[config.mk]
export PLATFORM = sky130hd
export DESIGN_NAME = pioc_io_ctrl
export DESIGN_NICKNAME = d
export VERILOG_FILES = /design/src/verilog/pioc_pkg.sv /design/src/verilog/pioc_pin_cell.sv /design/src/verilog/pioc_io_ctrl.sv
export SDC_FILE = /design/constraint.sdc
export NUM_CORES = 1
export LEC_CHECK = 0
export BUFFER_PORTS_ARGS = -buffer_cell sky130_fd_sc_hd__buf_2
export CORE_ASPECT_RATIO = 0.6
export CORE_MARGIN = 4
export CORE_UTILIZATION = 42
export CTS_CLUSTER_SIZE = 24
export DETAILED_ROUTE_END_ITERATION = 12
export GPL_TIMING_DRIVEN = 0
export HOLD_SLACK_MARGIN = 0.06
export MAX_ROUTING_LAYER = met4
export PLACE_DENSITY = 0.71
export SLEW_MARGIN = 20
export SYNTH_ARGS = -nofsm -noshare
export SYNTH_HDL_FRONTEND = slang
export SYNTH_HIERARCHICAL = 1
export SYNTH_SLANG_ARGS = --single-unit
[constraint.sdc]
create_clock -name clk -period 3.1 [get_ports clk]
set_input_delay 0.62 -clock clk [delete_from_list [all_inputs] [get_ports clk]]
set_output_delay 0.62 -clock clk [all_outputs]
set_load 0.02 [all_outputs]
[src/verilog/pioc_pkg.sv]
package pioc_pkg;
  // Fixed block dimensions
  localparam int NUM_PINS = 8;
  localparam int NUM_GOE = 6;
  localparam int GOE_SEL_W = 3;
  localparam int LP_DELAY_CYC = 2;
  localparam int REG_NUM = 8;
  // Register byte offsets
  localparam logic [7:0] OFS_CTRL = 8'h00;
  localparam logic [7:0] OFS_OESEL_LO = 8'h04;
  localparam logic [7:0] OFS_OESEL_HI = 8'h08;
  localparam logic [7:0] OFS_GOESRC = 8'h0C;
  localparam logic [7:0] OFS_GOEIDX = 8'h10;
  localparam logic [7:0] OFS_SPEED = 8'h14;
  localparam logic [7:0] OFS_PINS = 8'h18;
  localparam logic [7:0] OFS_MCOUT = 8'h1C;
  // Enable select codes per pin
  localparam logic [2:0] SEL_LOW = 3'h0;
  localparam logic [2:0] SEL_HIGH = 3'h1;
  localparam logic [2:0] SEL_GOE0 = 3'h2;
  // Global enable source codes, larger variant
  localparam logic [1:0] SRC_PIN_A = 2'h0;
  localparam logic [1:0] SRC_PIN_B = 2'h1;
  localparam logic [1:0] SRC_IO_PIN = 2'h2;
  localparam logic [1:0] SRC_MACRO = 2'h3;
  // Reset values
  localparam logic [31:0] RST_CTRL = 32'h0000_0000;
  localparam logic [31:0] RST_ZERO = 32'h0000_0000;
  localparam logic [31:0] RST_SPEED = 32'h0000_00FF;
  typedef enum {ST_RUN, ST_PROG, ST_RESTORE} pioc_state_type;
endpackage : pioc_pkg

[src/verilog/pioc_pin_cell.sv]
`timescale 1ns/10ps
// One pin: enable selection, programming override, feedbacks
module pioc_pin_cell (
  input wire logic clk,
  input wire logic resetn,
  input wire logic [2:0] sel,
  input wire logic [5:0] goe,
  input wire logic prog,
  input wire logic fast,
  input wire logic mc_data,
  input wire logic pin_in,
  output logic pin_out,
  output logic pin_oe_n,
  output logic pin_pull,
  output logic pin_fb,
  output logic mc_fb
);
  logic [pioc_pkg::LP_DELAY_CYC-1:0] dly_reg;
  logic en_sel;
  logic mc_path;
  // Enable from constant or one of the global enables
  assign en_sel = (sel == pioc_pkg::SEL_LOW) ? 1'b0 :
    (sel == pioc_pkg::SEL_HIGH) ? 1'b1 :
    goe[sel - pioc_pkg::SEL_GOE0];
  // Low power path adds fixed latency of extra stages
  assign mc_path = fast ? mc_data :
    dly_reg[pioc_pkg::LP_DELAY_CYC - 1];
  // Outputs registered; programming forces high-Z and pull-up
  always_ff @(posedge clk) begin
    if (!resetn) begin
      dly_reg <= '0;
      pin_out <= 1'b0;
      pin_oe_n <= 1'b1;
      pin_pull <= 1'b0;
      pin_fb <= 1'b0;
      mc_fb <= 1'b0;
    end else begin
      dly_reg <= {dly_reg[pioc_pkg::LP_DELAY_CYC - 2:0], mc_data};
      pin_out <= mc_path;
      pin_oe_n <= prog | ~en_sel;
      pin_pull <= prog;
      pin_fb <= pin_in;
      mc_fb <= mc_path;
    end
  end
endmodule : pioc_pin_cell

[src/verilog/pioc_io_ctrl.sv]
// Added by the designer: the Wishbone register port and the register offsets.
`timescale 1ns/10ps
// Function
// Each pin configurable as input, output or bidirectional.
// Pin enable chosen from global enables, constant low or high.
// Small variant: two global enables from active-low pins.
// Large variant: six enables from enable pins, I/O pins, macrocells.
// Select low means high-Z input; select high means always driving.
// Separate pin and macrocell feedback; buried logic stays usable.
// During programming all pins high-Z with pull-up.
// Programming via four-signal test access port, driven by programmer; code uses one in_circuit_programming input or control bit 0 instead.
// Per macrocell speed/power bit; low power adds fixed delay.
// After programming, pins return to stored configuration.
module pioc_io_ctrl #(
  parameter bit LARGE_VARIANT = 1'b1
) (
  input wire logic clk,
  input wire logic resetn,
  input wire logic [5:0] wb_adr_i,
  input wire logic [31:0] wb_dat_i,
  output logic [31:0] wb_dat_o,
  input wire logic wb_we_i,
  input wire logic [3:0] wb_sel_i,
  input wire logic wb_cyc_i,
  input wire logic wb_stb_i,
  output logic wb_ack_o,
  output logic wb_err_o,
  input wire logic global_enable_pin_a_n,
  input wire logic global_enable_pin_b_n,
  input wire logic in_circuit_programming,
  input wire logic [7:0] mc_data,
  input wire logic [7:0] pin_in,
  output logic [7:0] pin_out,
  output logic [7:0] pin_oe_n,
  output logic [7:0] pin_pull,
  output logic [7:0] pin_fb,
  output logic [7:0] mc_fb,
  output logic prog_active
);
  logic [31:0] ctrl_reg;
  logic [31:0] oesel_lo_reg;
  logic [31:0] oesel_hi_reg;
  logic [31:0] goesrc_reg;
  logic [31:0] goeidx_reg;
  logic [31:0] speed_reg;
  pioc_pkg::pioc_state_type state_reg;
  pioc_pkg::pioc_state_type state_next;
  logic [5:0] goe;
  logic [23:0] sel_all;
  logic [31:0] rd_mux;
  logic hit;
  logic req;
  logic prog_req;
  logic prog_gate;
  logic [4:0] word_ofs;

  // Byte-lane merge for writes
  function automatic logic [31:0] lane_merge(input logic [31:0] old,
      input logic [31:0] din, input logic [3:0] sel);
    logic [31:0] r;
    r = old;
    for (int i = 0; i < 4; i++) begin
      if (sel[i]) begin
        r[i*8 +: 8] = din[i*8 +: 8];
      end
    end
    return r;
  endfunction : lane_merge

  // Address decode; unmapped answers with err
  assign req = wb_cyc_i & wb_stb_i & ~wb_ack_o & ~wb_err_o;
  assign hit = ({wb_adr_i[5:2], 2'b00} <= pioc_pkg::OFS_MCOUT[5:0]);
  assign word_ofs = {wb_adr_i[4:2], 2'b00};
  assign rd_mux =
    (word_ofs == pioc_pkg::OFS_CTRL[4:0]) ? {31'h0, ctrl_reg[0]} :
    (word_ofs == pioc_pkg::OFS_OESEL_LO[4:0]) ? oesel_lo_reg :
    (word_ofs == pioc_pkg::OFS_OESEL_HI[4:0]) ? oesel_hi_reg :
    (word_ofs == pioc_pkg::OFS_GOESRC[4:0]) ? goesrc_reg :
    (word_ofs == pioc_pkg::OFS_GOEIDX[4:0]) ? goeidx_reg :
    (word_ofs == pioc_pkg::OFS_SPEED[4:0]) ? {24'h0, speed_reg[7:0]} :
    (word_ofs == pioc_pkg::OFS_PINS[4:0]) ? {16'h0, pin_fb, ~pin_oe_n} :
    {30'h0, prog_active, state_reg == pioc_pkg::ST_RESTORE};

  // Programming request: port or software bit
  assign prog_req = in_circuit_programming | ctrl_reg[0];

  // Programming state: override until request drops, then one restore cycle
  always_comb begin
    state_next = state_reg;
    case (state_reg)
      pioc_pkg::ST_RUN: if (prog_req) state_next = pioc_pkg::ST_PROG;
      pioc_pkg::ST_PROG: if (!prog_req) state_next = pioc_pkg::ST_RESTORE;
      default: state_next = prog_req ? pioc_pkg::ST_PROG : pioc_pkg::ST_RUN;
    endcase
  end
  assign prog_gate = (state_reg == pioc_pkg::ST_PROG) |
    prog_req;

  // Global enable generation per variant
  genvar g;
  generate
    for (g = 0; g < 6; g++) begin : gen_goe
      if (LARGE_VARIANT) begin : gl
        logic src;
        assign src =
          (goesrc_reg[g*4 +: 2] == pioc_pkg::SRC_PIN_A) ?
            ~global_enable_pin_a_n :
          (goesrc_reg[g*4 +: 2] == pioc_pkg::SRC_PIN_B) ?
            ~global_enable_pin_b_n :
          (goesrc_reg[g*4 +: 2] == pioc_pkg::SRC_IO_PIN) ?
            pin_in[goeidx_reg[g*4 +: 3]] :
            mc_data[goeidx_reg[g*4 +: 3]];
        assign goe[g] = src ^ goesrc_reg[g*4 + 2];
      end else begin : gs
        if (g == 0) begin : a
          assign goe[g] = ~global_enable_pin_a_n;
        end else if (g == 1) begin : b
          assign goe[g] = ~global_enable_pin_b_n;
        end else begin : z
          assign goe[g] = 1'b0;
        end
      end
    end
  endgenerate

  assign sel_all = {oesel_hi_reg[11:0], oesel_lo_reg[11:0]};

  // Per-pin cells
  genvar p;
  generate
    for (p = 0; p < 8; p++) begin : gen_pin
      pioc_pin_cell u_cell (
        .clk(clk),
        .resetn(resetn),
        .sel(sel_all[p*3 +: 3]),
        .goe(goe),
        .prog(prog_gate),
        .fast(speed_reg[p]),
        .mc_data(mc_data[p]),
        .pin_in(pin_in[p]),
        .pin_out(pin_out[p]),
        .pin_oe_n(pin_oe_n[p]),
        .pin_pull(pin_pull[p]),
        .pin_fb(pin_fb[p]),
        .mc_fb(mc_fb[p])
      );
    end
  endgenerate

  // Register writes, state and bus answer
  always_ff @(posedge clk) begin
    if (!resetn) begin
      ctrl_reg <= pioc_pkg::RST_CTRL;
      oesel_lo_reg <= pioc_pkg::RST_ZERO;
      oesel_hi_reg <= pioc_pkg::RST_ZERO;
      goesrc_reg <= pioc_pkg::RST_ZERO;
      goeidx_reg <= pioc_pkg::RST_ZERO;
      speed_reg <= pioc_pkg::RST_SPEED;
      state_reg <= pioc_pkg::ST_RUN;
      wb_ack_o <= 1'b0;
      wb_err_o <= 1'b0;
      wb_dat_o <= 32'h0000_0000;
      prog_active <= 1'b0;
    end else begin
      state_reg <= state_next;
      prog_active <= prog_req;
      wb_ack_o <= req & hit;
      wb_err_o <= req & ~hit;
      if (req & hit & ~wb_we_i) wb_dat_o <= rd_mux;
      if (req & hit & wb_we_i) begin
        if (word_ofs == pioc_pkg::OFS_CTRL[4:0])
          ctrl_reg <= lane_merge(ctrl_reg, wb_dat_i, wb_sel_i);
        else if (word_ofs == pioc_pkg::OFS_OESEL_LO[4:0])
          oesel_lo_reg <= lane_merge(oesel_lo_reg, wb_dat_i, wb_sel_i);
        else if (word_ofs == pioc_pkg::OFS_OESEL_HI[4:0])
          oesel_hi_reg <= lane_merge(oesel_hi_reg, wb_dat_i, wb_sel_i);
        else if (word_ofs == pioc_pkg::OFS_GOESRC[4:0])
          goesrc_reg <= lane_merge(goesrc_reg, wb_dat_i, wb_sel_i);
        else if (word_ofs == pioc_pkg::OFS_GOEIDX[4:0])
          goeidx_reg <= lane_merge(goeidx_reg, wb_dat_i, wb_sel_i);
        else if (word_ofs == pioc_pkg::OFS_SPEED[4:0])
          speed_reg <= lane_merge(speed_reg, wb_dat_i, wb_sel_i);
      end
    end
  end
endmodule : pioc_io_ctrl

== Yosys cells after proc, flatten, opt, wreduce, memory -nomap -nowiden ==
Index checks and enable logic that the tools add are counted.

* Input bits: 66
* Logic and storage cells: 281
* Flip-flop bits (word level): 245
* Output and inout bits: 75

* Mux-type cells: 93
* Add/sub/neg operators: 8
* Magnitude comparators: 15
* Equal/unequal tests: 31
* Reductions and logical operators: 35
* Bitwise logic cells: 43

{| class="wikitable"
|+ Operator list
! cell !! count
|-
| $mux W32 || 7
|-
| $pmux W32 S2 || 1
|-
| $mux W1 || 63
|-
| $bmux W1 S3 || 20
|-
| $lt A3 B4 Y1 const B || 14
|-
| $eq A32 B1 Y1 const B || 1
|-
| $eq A32 B2 Y1 const B || 1
|-
| $eq A32 B3 Y1 const B || 1
|-
| $logic_not A32 Y1 || 1
|-
| $mux W16 || 2
|-
| $reduce_and A7 Y1 || 4
|-
| $eq A3 B1 Y1 const B || 9
|-
| $logic_not A3 Y1 || 8
|-
| $reduce_and A6 Y1 || 4
|-
| $sub A3 B2 Y3 const B || 8
|-
| $reduce_and A5 Y1 || 4
|-
| $not A1 Y1 || 19
|-
| $reduce_and A4 Y1 || 4
|-
| $eq A2 B1 Y1 const B || 6
|-
| $eq A2 B2 Y1 const B || 6
|-
| $logic_not A2 Y1 || 6
|-
| $or A1 B1 Y1 || 10
|-
| $eq A3 B3 Y1 const B || 3
|-
| $not A8 Y8 || 1
|-
| other kinds (9) || 22
|}

== Logic depth before layout (Yosys ltp) ==
Gate-level depths: netlist of the first run.

* Depth in word-level cells: 12
* Depth in mapped cells: 9
* Mapped depth without buffers: 8

== Hierarchy ==
The synthesis of the first run kept the hierarchy.

{| class="wikitable"
|+ Modules (own cells, without submodules)
! module !! area an instance (um^2) !! instances !! sequential area each (um^2) !! cells each
|-
| pioc_io_ctrl || 8,374.3 || 1 || 3,483.3 || 959
|-
| pioc_pin_cell || 240.2 || 8 || 120.1 || 22
|}

== Worst setup path before layout of the first run ==
Ideal clock, no wire load.

* Path type: register to register
* From: register goeidx_reg[13]
* To: register gen_pin[4].u_cell.pin_oe_n
* Library setup time: 134 ps
* Stages on the path, launching flop included: 10
* Arrival: 2,529 ps
* Required time: 2,966 ps
* Buffers on the path: 1
* Period minus slack after synthesis: 2,664 ps
* Setup slack: 436 ps
* Path through: dfxtp_1 -> clkbuf_1 -> mux4_2 -> mux4_2 -> nand2_1 -> o21ai_1 -> xor2_1 -> and4bb_1 -> nor4b_2 -> o211ai_1

* Word-level cells in the longest chain between the ends: 12
* Elaborated cells on any way between the ends: 14
* Classes of those cells: mux: 11; bitwise: 3

{| class="wikitable"
|+ Ends and longest elaborated chain
! what !! RTL line !! source
|-
| start, declared || pioc_io_ctrl.sv:44 || <nowiki>logic [31:0] goeidx_reg;</nowiki>
|-
| start signal, assigned || pioc_io_ctrl.sv:157 || <nowiki>goeidx_reg <= pioc_pkg::RST_ZERO;</nowiki>
|-
| start signal, assigned || pioc_io_ctrl.sv:180 || <nowiki>goeidx_reg <= lane_merge(goeidx_reg, wb_dat_i, wb_sel_i);</nowiki>
|-
| $bmux W1 S3, on equally long branches || pioc_io_ctrl.sv:112, pioc_io_ctrl.sv:111 ||
|-
| $mux W1, on equally long branches || pioc_io_ctrl.sv:112, pioc_io_ctrl.sv:111 ||
|-
| $mux W1 (*) || pioc_io_ctrl.sv:110 || <nowiki>(goesrc_reg[g*4 +: 2] == pioc_pkg::SRC_IO_PIN) ?</nowiki>
|-
| $mux W1 (*) || pioc_io_ctrl.sv:108 || <nowiki>(goesrc_reg[g*4 +: 2] == pioc_pkg::SRC_PIN_B) ?</nowiki>
|-
| $mux W1 (*) || pioc_io_ctrl.sv:106 || <nowiki>(goesrc_reg[g*4 +: 2] == pioc_pkg::SRC_PIN_A) ?</nowiki>
|-
| $xor A1 B1 Y1 (*) || pioc_io_ctrl.sv:113 || <nowiki>assign goe[g] = src ^ goesrc_reg[g*4 + 2];</nowiki>
|-
| named net goe[3] || pioc_io_ctrl.sv:48 || <nowiki>logic [5:0] goe;</nowiki>
|-
| $bmux W1 S3 (*) || pioc_pin_cell.sv:24 || <nowiki>goe[sel - pioc_pkg::SEL_GOE0];</nowiki>
|-
| $mux W1 (not written as such) (*) || pioc_pin_cell.sv:24 ||
|-
| $mux W1 (*) || pioc_pin_cell.sv:23 || <nowiki>(sel == pioc_pkg::SEL_HIGH) ? 1'b1 :</nowiki>
|-
| $mux W1 (*) || pioc_pin_cell.sv:22 || <nowiki>assign en_sel = (sel == pioc_pkg::SEL_LOW) ? 1'b0 :</nowiki>
|-
| $not A1 Y1 (*) || pioc_pin_cell.sv:40 || <nowiki>pin_oe_n <= prog | ~en_sel;</nowiki>
|-
| $or A1 B1 Y1 (*) || pioc_pin_cell.sv:40 ||
|-
| end signal, assigned || pioc_pin_cell.sv:40 ||
|-
| end, declared || pioc_pin_cell.sv:13 || <nowiki>output logic pin_oe_n,</nowiki>
|}

The timed path passes the listed nets; every way through them passes the cells marked *. The select of a mux whose other input is x is not followed.
A chain may end at the register's enable or synchronous reset.

== Worst setup path after layout of the first run ==
* From: register goeidx_reg[1]
* To: register gen_pin[2].u_cell.pin_oe_n

* Word-level cells in the longest chain between the ends: 12
* Elaborated cells on any way between the ends: 14
* Classes of those cells: mux: 11; bitwise: 3

{| class="wikitable"
|+ Ends and longest elaborated chain
! what !! RTL line
|-
| $bmux W1 S3, on equally long branches || pioc_io_ctrl.sv:112, pioc_io_ctrl.sv:111
|-
| $mux W1, on equally long branches || pioc_io_ctrl.sv:112, pioc_io_ctrl.sv:111
|-
| $mux W1 (*) || pioc_io_ctrl.sv:110
|-
| $mux W1 (*) || pioc_io_ctrl.sv:108
|-
| $mux W1 (*) || pioc_io_ctrl.sv:106
|-
| $xor A1 B1 Y1 (*) || pioc_io_ctrl.sv:113
|-
| named net goe[0] || pioc_io_ctrl.sv:48
|-
| $bmux W1 S3 (*) || pioc_pin_cell.sv:24
|-
| $mux W1 (not written as such) (*) || pioc_pin_cell.sv:24
|-
| $mux W1 (*) || pioc_pin_cell.sv:23
|-
| $mux W1 (*) || pioc_pin_cell.sv:22
|-
| $not A1 Y1 (*) || pioc_pin_cell.sv:40
|-
| $or A1 B1 Y1 (*) || pioc_pin_cell.sv:40
|-
| end signal, assigned || pioc_pin_cell.sv:40
|-
| end, declared || pioc_pin_cell.sv:13
|}

Marked as above.

==> flow_metrics.env, run 1 <==
export IMPL_status="finished, final reports clean"
export IMPL_syn2layout_area_growth_pct=18.8
export IMPL_synth_yosys_seq_area_share=0.432
export IMPL_reg2reg_to="gen_pin[2].u_cell/pin_oe_n"
export IMPL_drc=0
export IMPL_finalSetupViolations=0
export IMPL_netlist_area_um2=10300
export IMPL_synth_top_cell_by_area="dfxtp_1"
export IMPL_track_usage=0.283
export IMPL_worst_slew_pin_slew_ps=978
export IMPL_drive_gt1_frac=0.205
export IMPL_fill_cells=2284
export IMPL_ff2ff_path_depth=9
export IMPL_fin_cells=1633
export IMPL_synth_simple_gate_area_frac=0.166
export IMPL_path_buf_inv=1
export IMPL_max_stage_delay_ps=570
export IMPL_r2r_slack_ps=170
export IMPL_worstHoldPathType="input pin to flop"
export IMPL_cts_sinks=222
export IMPL_hold_depth=2
export IMPL_seq_area_um2=4440
export IMPL_crit_family="multiplexers"
export IMPL_place_hpwl_um=28800
export IMPL_cts_buffers_inserted=22
export IMPL_antenna_found_initial=0
export IMPL_synth_fa_ha_area_frac=0
export IMPL_async_flop_share=0
export IMPL_worstHoldStart="wb_adr_i[5]"
export IMPL_synth_cells=1135
export IMPL_synth_top_family_by_area="compound AO/OA/AOI/OAI gates"
export IMPL_met3_usage=0.0835
export IMPL_firstDrtPassIters=5
export IMPL_grt_pass1_wl_um=56900
export IMPL_start_util=0.426
export IMPL_crit_path_start_kind="flop"
export IMPL_path_cells="clkbuf_1 -> mux4_2 -> mux4_2 -> nand2_1 -> o21ai_1 -> xor2_2 -> nor2_1 -> a31oi_1 -> o211ai_1"
export IMPL_gp_routability_congestion=1.02
export IMPL_endpoint_kind="flop"
export IMPL_ys_ff_latch=222
export IMPL_dp_cells=1595
export IMPL_use_met2=0.375
export IMPL_multi_input_area_um2=5510
export IMPL_worst_slack_ps=174
export IMPL_coreArea_um2=24200
export IMPL_syn_num_nets=1201
export IMPL_htree_levels=1
export IMPL_vias=9942
export IMPL_diodes=0
export IMPL_yosysTopAreaCellShare=0.432
export IMPL_synth_compound_area_frac=0.201
export IMPL_muxShareOfSynthArea=0.155
export IMPL_cts_tree="built"
export IMPL_crit_start="goeidx_reg[1]"
export IMPL_relSlewSlack=0.348
export IMPL_fin_skew_ps=17.6
export IMPL_syn_area_per_cell_um2=9.07
export IMPL_clk_latency_ps=530
export IMPL_dieHeight_um=129
export IMPL_synthXorXnorAreaFrac=0.00510
export IMPL_p_leak_nw=4.42
export IMPL_fmax_ghz=0.342
export IMPL_drv_slew=0
export IMPL_io_pins=141
export IMPL_min_period_ps=2930
export IMPL_wl_per_cell_um=23.8
export IMPL_p_per_area_nw_per_um2=517
export IMPL_num_rows=44
export IMPL_die_area_um2=27200
export IMPL_grt_pass1_vias=9230
export IMPL_grt_overflow_total=0
export IMPL_synth_main_ff_cell="dfxtp_1"
export IMPL_drtIter0Drc=1361
export IMPL_finalWirelength_um=38800
export IMPL_crit_required_ps=3500
export IMPL_finalCritPeriodShare=0.944
export IMPL_cts_root_buf="clkbuf_16"
export IMPL_cp_slowest_cell="mux4_2"
export IMPL_cap_violations=0
export IMPL_top_usage_layer="met1"
export IMPL_peakVddDrop_v=0.000352
export IMPL_antenna_left=0
export IMPL_arrival_ps=3330
export IMPL_grt_use_met1=0.422
export IMPL_rsz0062_at_grt="false"
export IMPL_hold_viol_final=0
export IMPL_path_class="flop to flop"
export IMPL_hold_path_end="wb_ack_o"
export IMPL_synth_edf_count=0
export IMPL_yosysUniqueCellTypes=47
export IMPL_final_util=0.506
export IMPL_dp_slack_ps=-386
export IMPL_synthTopCellsByArea="dfxtp_1, mux2i_1, a21oi_1, mux4_2, nand2_1"
export IMPL_clk_pin_slew_ps=70
export IMPL_via_per_inst=6.09
export IMPL_grt_max_degree=55
export IMPL_hold_ws_ps=336
export IMPL_cpMostUsedCell="mux4_2"
export IMPL_cts_buffer_depth=3
export IMPL_nets=1362
export IMPL_r2r_start="goeidx_reg[1]"
export IMPL_die_w_um=210
export IMPL_path_max_fanout=8
export IMPL_portBuffers=137
export IMPL_yosysWarnings=6
==> placed cells by master (no fill, tap or decap), types with 10 or more instances in the layout <==
| master | count |
|---|---|
| dfxtp_1 | 222 |
| o211ai_1 | 24 |
| a21oi_1 | 138 |
| clkbuf_1 | 66 |
| mux4_2 | 30 |
| nand3_1 | 12 |
| nor2_1 | 92 |
| buf_4 | 10 |
| buf_2 | 149 |
| mux2i_1 | 75 |
| and2_1 | 32 |
| a22oi_1 | 19 |
| nand2_1 | 141 |
| clkbuf_16 | 23 |
| o21ai_0 | 98 |
| inv_1 | 10 |
| mux2_2 | 15 |
| nor2b_1 | 13 |
| a211oi_1 | 17 |
| o22ai_1 | 11 |
==> worst max path at each step <==
stage,depth (start not counted),slack [ps],endpoint
2_1_floorplan,9,440,gen_pin[4].u_cell/pin_oe_n
3_3_place_gp,9,-400,gen_pin[3].u_cell/pin_oe_n
4_1_cts,9,10,gen_pin[0].u_cell/pin_oe_n
3_5_place_dp,9,-390,gen_pin[3].u_cell/pin_oe_n
5_1_grt,9,0.4,gen_pin[2].u_cell/pin_oe_n
6_report,9,170,gen_pin[2].u_cell/pin_oe_n
==> layout make-up <==
cell class	instances	area share
Sequential cell	222	0.363
Timing Repair Buffer	139	0.0589
Clock buffer	32	0.0523
Inverter	13	0.00399
Buffer	85	0.0304
Clock inverter	7	0.00778
Tap cell	322	0.0329
Multi-Input combinational cell	813	0.450
==> cell families after synthesis <==
family | after synthesis
xor+xnor | 6
mux | 120
buf+inv | 100
compound gates | 354
simple gates | 333
flops | 222
==> power breakdown <==
part,switching [mW],internal (mW)
Sequential,0.0214,2.89
Clock,1.20,1.61
Combinational,0.423,0.186
==> cells in the mapped netlist (3+ instances only) <==
| master | count |
|---|---|
| nor3_1 | 3 |
| buf_1 | 3 |
| nor3b_1 | 3 |
| nor2b_1 | 13 |
| o21ai_0 | 99 |
| buf_4 | 10 |
| a221oi_1 | 8 |
| and4bb_1 | 9 |
| mux2_2 | 15 |
| clkbuf_1 | 62 |
| a221o_1 | 6 |
| inv_1 | 10 |
| nor2_2 | 5 |
| a22oi_1 | 19 |
| nor2_1 | 92 |
| mux4_2 | 30 |
| o211a_1 | 5 |
| nand3_1 | 12 |
| and2_1 | 32 |
| a31oi_1 | 9 |
| o21ai_1 | 9 |
| nor4b_2 | 8 |
| nand2_1 | 141 |
| o211ai_1 | 24 |
| dfxtp_1 | 222 |
| nor3_4 | 4 |
| a211oi_1 | 17 |
| o2111ai_1 | 6 |
| xor2_1 | 6 |
| buf_2 | 12 |
| mux2i_1 | 75 |
| a21oi_1 | 138 |
| o22ai_1 | 11 |
==> repair_timing <==
item | 4_1_cts | 5_1_grt
gates resized for setup | 6 | 3
endpoints found under the setup margin | 8 | 8
cloned | 0 | 0
pin swaps | 0 | 1
hold endpoints to repair | 0 | 0
hold buffers | 0 | 0
setup buffers | 0 | 1
==> through the flow <==
step                setup TNS [ps]  total power, mW  area [um^2]
floorplan                        0             3.27        10300
global placement             -3070             3.54        11400
detailed placement           -3050             3.55        11400
CTS                              0             6.32        12200
global route                     0             6.48        12200
finish                           0             6.33        12200
==> routing by layer <==
metal	part of all wire	wire [um]
met4	0.024	949
met2	0.39	15000
met5	0	0
met3	0.14	5530
met1	0.45	17300
(Power assumes the default switching activity.)
==> run 2: changes to the inputs <==
--- a/config.mk
+++ b/config.mk
@@ -15,6 +15,7 @@
 export HOLD_SLACK_MARGIN = 0.06
 export MAX_ROUTING_LAYER = met4
 export PLACE_DENSITY = 0.71
+export REMOVE_ABC_BUFFERS = 1
 export SLEW_MARGIN = 20
 export SYNTH_ARGS = -nofsm -noshare
 export SYNTH_HDL_FRONTEND = slang
==> flow_metrics.env, run 2 (synthesis gave the netlist of run 1 again) <==
export IMPL_clk_pin_slew_ps=70
export IMPL_track_usage=0.241
export IMPL_path_max_fanout=8
export IMPL_cp_slowest_cell="mux4_2"
export IMPL_final_common_cell="dfxtp_1"
export IMPL_coreArea_um2=24200
export IMPL_gp_routability_congestion=0.911
export IMPL_grt_pass1_vias=8897
export IMPL_arrival_ps=3390
export IMPL_die_area_um2=27200
export IMPL_dr_wl_met3_um=3490
export IMPL_highest_signal_layer="met4"
export IMPL_drv_slew=0
export IMPL_dr_wl_met2_um=14100
export IMPL_nets=1286
export IMPL_syn2layout_area_growth_pct=16.8
export IMPL_grt_max_degree=84
export IMPL_worstHoldPathType="input pin to flop"
export IMPL_vias=9439
export IMPL_cts_sinks=222
export IMPL_wl_met1_um=15100
export IMPL_status="finished, final reports clean"
export IMPL_max_stage_delay_ps=540
export IMPL_p_per_area_nw_per_um2=516
export IMPL_fmax_ghz=0.329
export IMPL_p_clk_frac=0.441
export IMPL_grt_pass1_wl_um=51100
export IMPL_layout_common_cells="dfxtp_1, nand2_1, a21oi_1"
export IMPL_finalSetupViolations=0
export IMPL_cts_buffers_inserted=23
export IMPL_holdBufCountCts=0
export IMPL_finalWirelength_um=33400
export IMPL_antenna_found_initial=3
export IMPL_clk_latency_ps=510
export IMPL_io_pins=141
export IMPL_cap_violations=0
export IMPL_crit_path_start_kind="flop"
export IMPL_cts_buffer_depth=3
export IMPL_seq_area_um2=4440
export IMPL_crit_required_ps=3460
export IMPL_relSlewSlack=0.268
export IMPL_cpMostUsedCell="mux4_2"
export IMPL_wl_per_cell_um=21.4
export IMPL_multi_input_area_um2=5530
export IMPL_die_w_um=210
export IMPL_design_power_total_mw=6.20
export IMPL_crit_family="multiplexers"
export IMPL_cts_root_buf="clkbuf_16"
export IMPL_fin_cells=1562
export IMPL_rsz0062_at_grt="false"
export IMPL_cts_setup_buffers=0
export IMPL_p_leak_nw=4.33
export IMPL_cts_tree="built"
export IMPL_grt_overflow_total=0
export IMPL_power_frac_seq=0.470
export IMPL_p_int_mw=4.64
export IMPL_hold_ws_ps=372
export IMPL_final_util=0.498
export IMPL_htree_levels=1
export IMPL_antenna_left=0
export IMPL_endpoint_kind="flop"
export IMPL_via_per_inst=6.04
export IMPL_power_frac_comb=0.090
export IMPL_start_util=0.426
export IMPL_finalCritPeriodShare=0.979
export IMPL_dieHeight_um=129
export IMPL_worst_slew_pin_slew_ps=1100
export IMPL_drive_gt1_frac=0.217
export IMPL_sw_frac_of_total=0.251
export IMPL_min_period_ps=3030
export IMPL_dp_cells=1516
export IMPL_fin_skew_ps=11.7
export IMPL_fill_cells=2204
export IMPL_path_cells="mux4_2 -> mux4_2 -> nand2_1 -> o21ai_1 -> xor2_2 -> and4bb_1 -> nor4b_2 -> o211ai_1"
export IMPL_peakVddDrop_v=0.000341
export IMPL_firstDrtPassIters=6
export IMPL_switchingPower_mw=1.56
export IMPL_path_class="flop to flop"
export IMPL_drc=0
export IMPL_path_buf_inv=0
export IMPL_hold_viol_final=0
export IMPL_portBuffers=138
export IMPL_num_rows=44
export IMPL_drtIter0Drc=1415
export IMPL_place_hpwl_um=21900
[run 2: path summary, 6_finish.rpt]
check	start	end	slack, ps	cells after the start
min	in_circuit_programming	prog_active	370	3
max	goeidx_reg[13]	gen_pin[0].u_cell/pin_oe_n	70	8
min reg2reg	gen_pin[2].u_cell/dly_reg[0]	gen_pin[2].u_cell/dly_reg[1]	430	1
max reg2reg	goeidx_reg[13]	gen_pin[0].u_cell/pin_oe_n	70	8
[run 2: power groups by stage]
| stage | Combinational [mW] | Clock (mW) | Sequential [mW] |
|---|---|---|---|
| finish | 0.556 | 2.73 | 2.91 |
| global placement | 0.506 | 0 | 2.97 |
| floorplan | 0.209 | 0 | 3.01 |
| detailed placement | 0.538 | 0 | 2.97 |
| global route | 0.589 | 2.87 | 2.91 |
| CTS | 0.542 | 2.76 | 2.91 |
[run 2: stage by stage]
step | TNS, ps | instance area (um^2) | setup WS (ps)
3_5_place_dp | -65000 | 11200 | -704
6_report | 0 | 12000 | 65.1
4_1_cts | 0 | 12000 | 54.6
5_1_grt | 0 | 12000 | 2.40
2_1_floorplan | -5160 | 9920 | -188
3_3_place_gp | -286910 | 11000 | -3610
[run 2: what timing repair did]
action | in CTS | in global routing
pin swaps | 0 | 2
gates resized for setup | 6 | 5
endpoints found under the setup margin | 67 | 48
cloned | 0 | 1
[run 2: layer usage]
layer  vias to the layer above  GRT usage
met5                         -          -
met4                         0     0.0495
met3                        73     0.0561
met2                       514      0.340
met1                      4563      0.355
li1                       4289          -
[run 2: worst reg2reg max path: cells and delay by family, from the launching register on]
| kind | cells | cell delay, ps |
|---|---|---|
| simple gates | 3 | 630 |
| compound gates | 2 | 260 |
| flops | 1 | 490 |
| xor+xnor | 1 | 480 |
| mux | 2 | 1020 |
[run 2: area by class of cell]
cell class / instances / area share
Timing Repair Buffer: 146 / 0.0705
Tap cell: 322 / 0.0335
Multi-Input combinational cell: 814 / 0.460
Antenna cell: 4 / 0.000832
Clock inverter: 8 / 0.00603
Inverter: 13 / 0.00479
Clock buffer: 33 / 0.0551
Sequential cell: 222 / 0.370
==> run 3: changes to the inputs <==
--- a/config.mk
+++ b/config.mk
@@ -8,13 +8,13 @@
 export BUFFER_PORTS_ARGS = -buffer_cell sky130_fd_sc_hd__buf_2
 export CORE_ASPECT_RATIO = 0.6
 export CORE_MARGIN = 4
-export CORE_UTILIZATION = 42
+export CORE_UTILIZATION = 58
 export CTS_CLUSTER_SIZE = 24
 export DETAILED_ROUTE_END_ITERATION = 12
 export GPL_TIMING_DRIVEN = 0
 export HOLD_SLACK_MARGIN = 0.06
 export MAX_ROUTING_LAYER = met4
-export PLACE_DENSITY = 0.71
+export PLACE_DENSITY = 0.8
 export REMOVE_ABC_BUFFERS = 1
 export SLEW_MARGIN = 20
 export SYNTH_ARGS = -nofsm -noshare
==> flow_metrics.env, run 3 (synthesis gave the netlist of run 1 again) <==
export IMPL_status="finished, final reports clean"
export IMPL_dr_wl_met2_um=13100
export IMPL_highest_signal_layer="met4"
export IMPL_grt_overflow_total=0
export IMPL_cts_sinks=222
export IMPL_num_rows=37
export IMPL_placed_cell_area_um2=11100
export IMPL_cts_root_buf="clkbuf_16"
export IMPL_wl_per_cell_um=21.6
export IMPL_start_util=0.596
export IMPL_ff2ff_path_depth=8
export IMPL_coreArea_um2=17300
export IMPL_p_leak_nw=4.30
export IMPL_firstDrtPassIters=6
export IMPL_drv_slew=0
export IMPL_place_hpwl_um=20000
export IMPL_hold_ws_ps=399
export IMPL_drive_gt1_frac=0.214
export IMPL_clk_latency_ps=500
export IMPL_antenna_left=0
export IMPL_min_period_ps=3030
export IMPL_die_area_um2=20000
export IMPL_crit_path_start_kind="input pin"
export IMPL_hold_depth=3
export IMPL_worst_slew_pin_slew_ps=1060
export IMPL_syn2layout_area_growth_pct=15.4
export IMPL_grt_pass1_wl_um=49200
export IMPL_io_pins=141
export IMPL_design_power_total_mw=6.01
export IMPL_crit_required_ps=3520
export IMPL_relSlewSlack=0.293
export IMPL_gp_routability_congestion=0.942
export IMPL_worstHoldPathType="input pin to flop"
export IMPL_antenna_found_initial=4
export IMPL_wl_met1_um=13400
export IMPL_arrival_ps=3450
export IMPL_drtIter0Drc=1562
export IMPL_final_area_um2=11900
export IMPL_grt_pass1_vias=8804
export IMPL_cap_violations=0
export IMPL_hold_viol_final=0
export IMPL_cts_tree="built"
export IMPL_endpoint_kind="flop"
export IMPL_cts_buffer_depth=3
export IMPL_path_class="input pin to flop"
export IMPL_track_usage=0.309
export IMPL_layout_common_cells="dfxtp_1, nand2_1, a21oi_1"
export IMPL_finalCritPeriodShare=0.978
export IMPL_path_max_fanout=47
export IMPL_fin_skew_ps=14.2
export IMPL_htree_levels=1
export IMPL_fmax_ghz=0.330
export IMPL_cts_buffers_inserted=20
export IMPL_die_w_um=180
export IMPL_worst_slack_ps=67.3
export IMPL_vias=9556
export IMPL_grt_max_degree=101
export IMPL_nets=1283
export IMPL_final_common_cell="dfxtp_1"
export IMPL_dieHeight_um=111
export IMPL_clk_pin_slew_ps=70
export IMPL_peakVddDrop_v=0.000388
export IMPL_via_per_inst=6.50
export IMPL_dp_slack_ps=-764
export IMPL_finalSetupViolations=0
export IMPL_portBuffers=138
export IMPL_p_per_area_nw_per_um2=506
export IMPL_drc=0
export IMPL_dr_wl_met3_um=4290
export IMPL_finalWirelength_um=31800
## run 3: cell types whose count changed in the layout (fill, tap and decap cells not counted), sizes merged
cell and change:
clkinv -3, clkinvlp +2, clkbuf -3, inv -1
diode +1
## run 3: final timing paths
check,slack [ps],end,from
worst max-delay path,70,goesrc_reg[9],wb_adr_i[2]
worst min-delay path,400,goeidx_reg[21],wb_dat_i[21]
worst max register to register,100,gen_pin[2].u_cell/pin_oe_n,goeidx_reg[9]
worst min register to register,440,gen_pin[7].u_cell/dly_reg[1],gen_pin[7].u_cell/dly_reg[0]
## run 3: area by class of cell
class                      instances  area, um^2
antenna                            5        12.5
clock buffer                      30         619
clock inverter                     6        63.8
fill                            1324        5380
inverter                          13        57.6
multi-input combinational        814        5550
sequential                       222        4450
tap                              234         293
timing repair buffer             146         845
## run 3: critical path, stage by stage
cell and delay [ps]:
buf_4 500, nor2b_4 490, buf_16 230, nand2_2 490, nor2_1 780, nand2_1 150, a21oi_1 150
## run 3: power breakdown
part	internal (mW)	leakage, nW	switching, mW	total (mW)
combinational	0.173	2.17	0.376	0.549
clock	1.47	0.332	1.08	2.55
sequential	2.89	1.80	0.0199	2.91
total	4.54	4.30	1.47	6.01
## run 3: routing by layer
layer  up-vias  global-route usage
li1       4273                   -
met5         -                   -
met4         0              0.0837
met3        86              0.0692
met1      4512               0.447
met2       685               0.437
## run 3: stage by stage
stage                     instances   util  TNS, ps
after floorplan                1048      -    -5160
after global placement         1420  0.631  -266510
after detailed placement       1426  0.640   -69860
after CTS                      1464  0.684        0
after global routing           1469  0.688    -4.01
final                          1470  0.688        0
## run 3: repair_timing
| item | CTS | global route |
|---|---|---|
| buffers inserted | 2 | 0 |
| pin swaps | 1 | 1 |
| gates cloned | 0 | 1 |
| setup endpoints to repair | 81 | 36 |
| hold buffers | 0 | 0 |
| gates resized for setup | 7 | 7 |
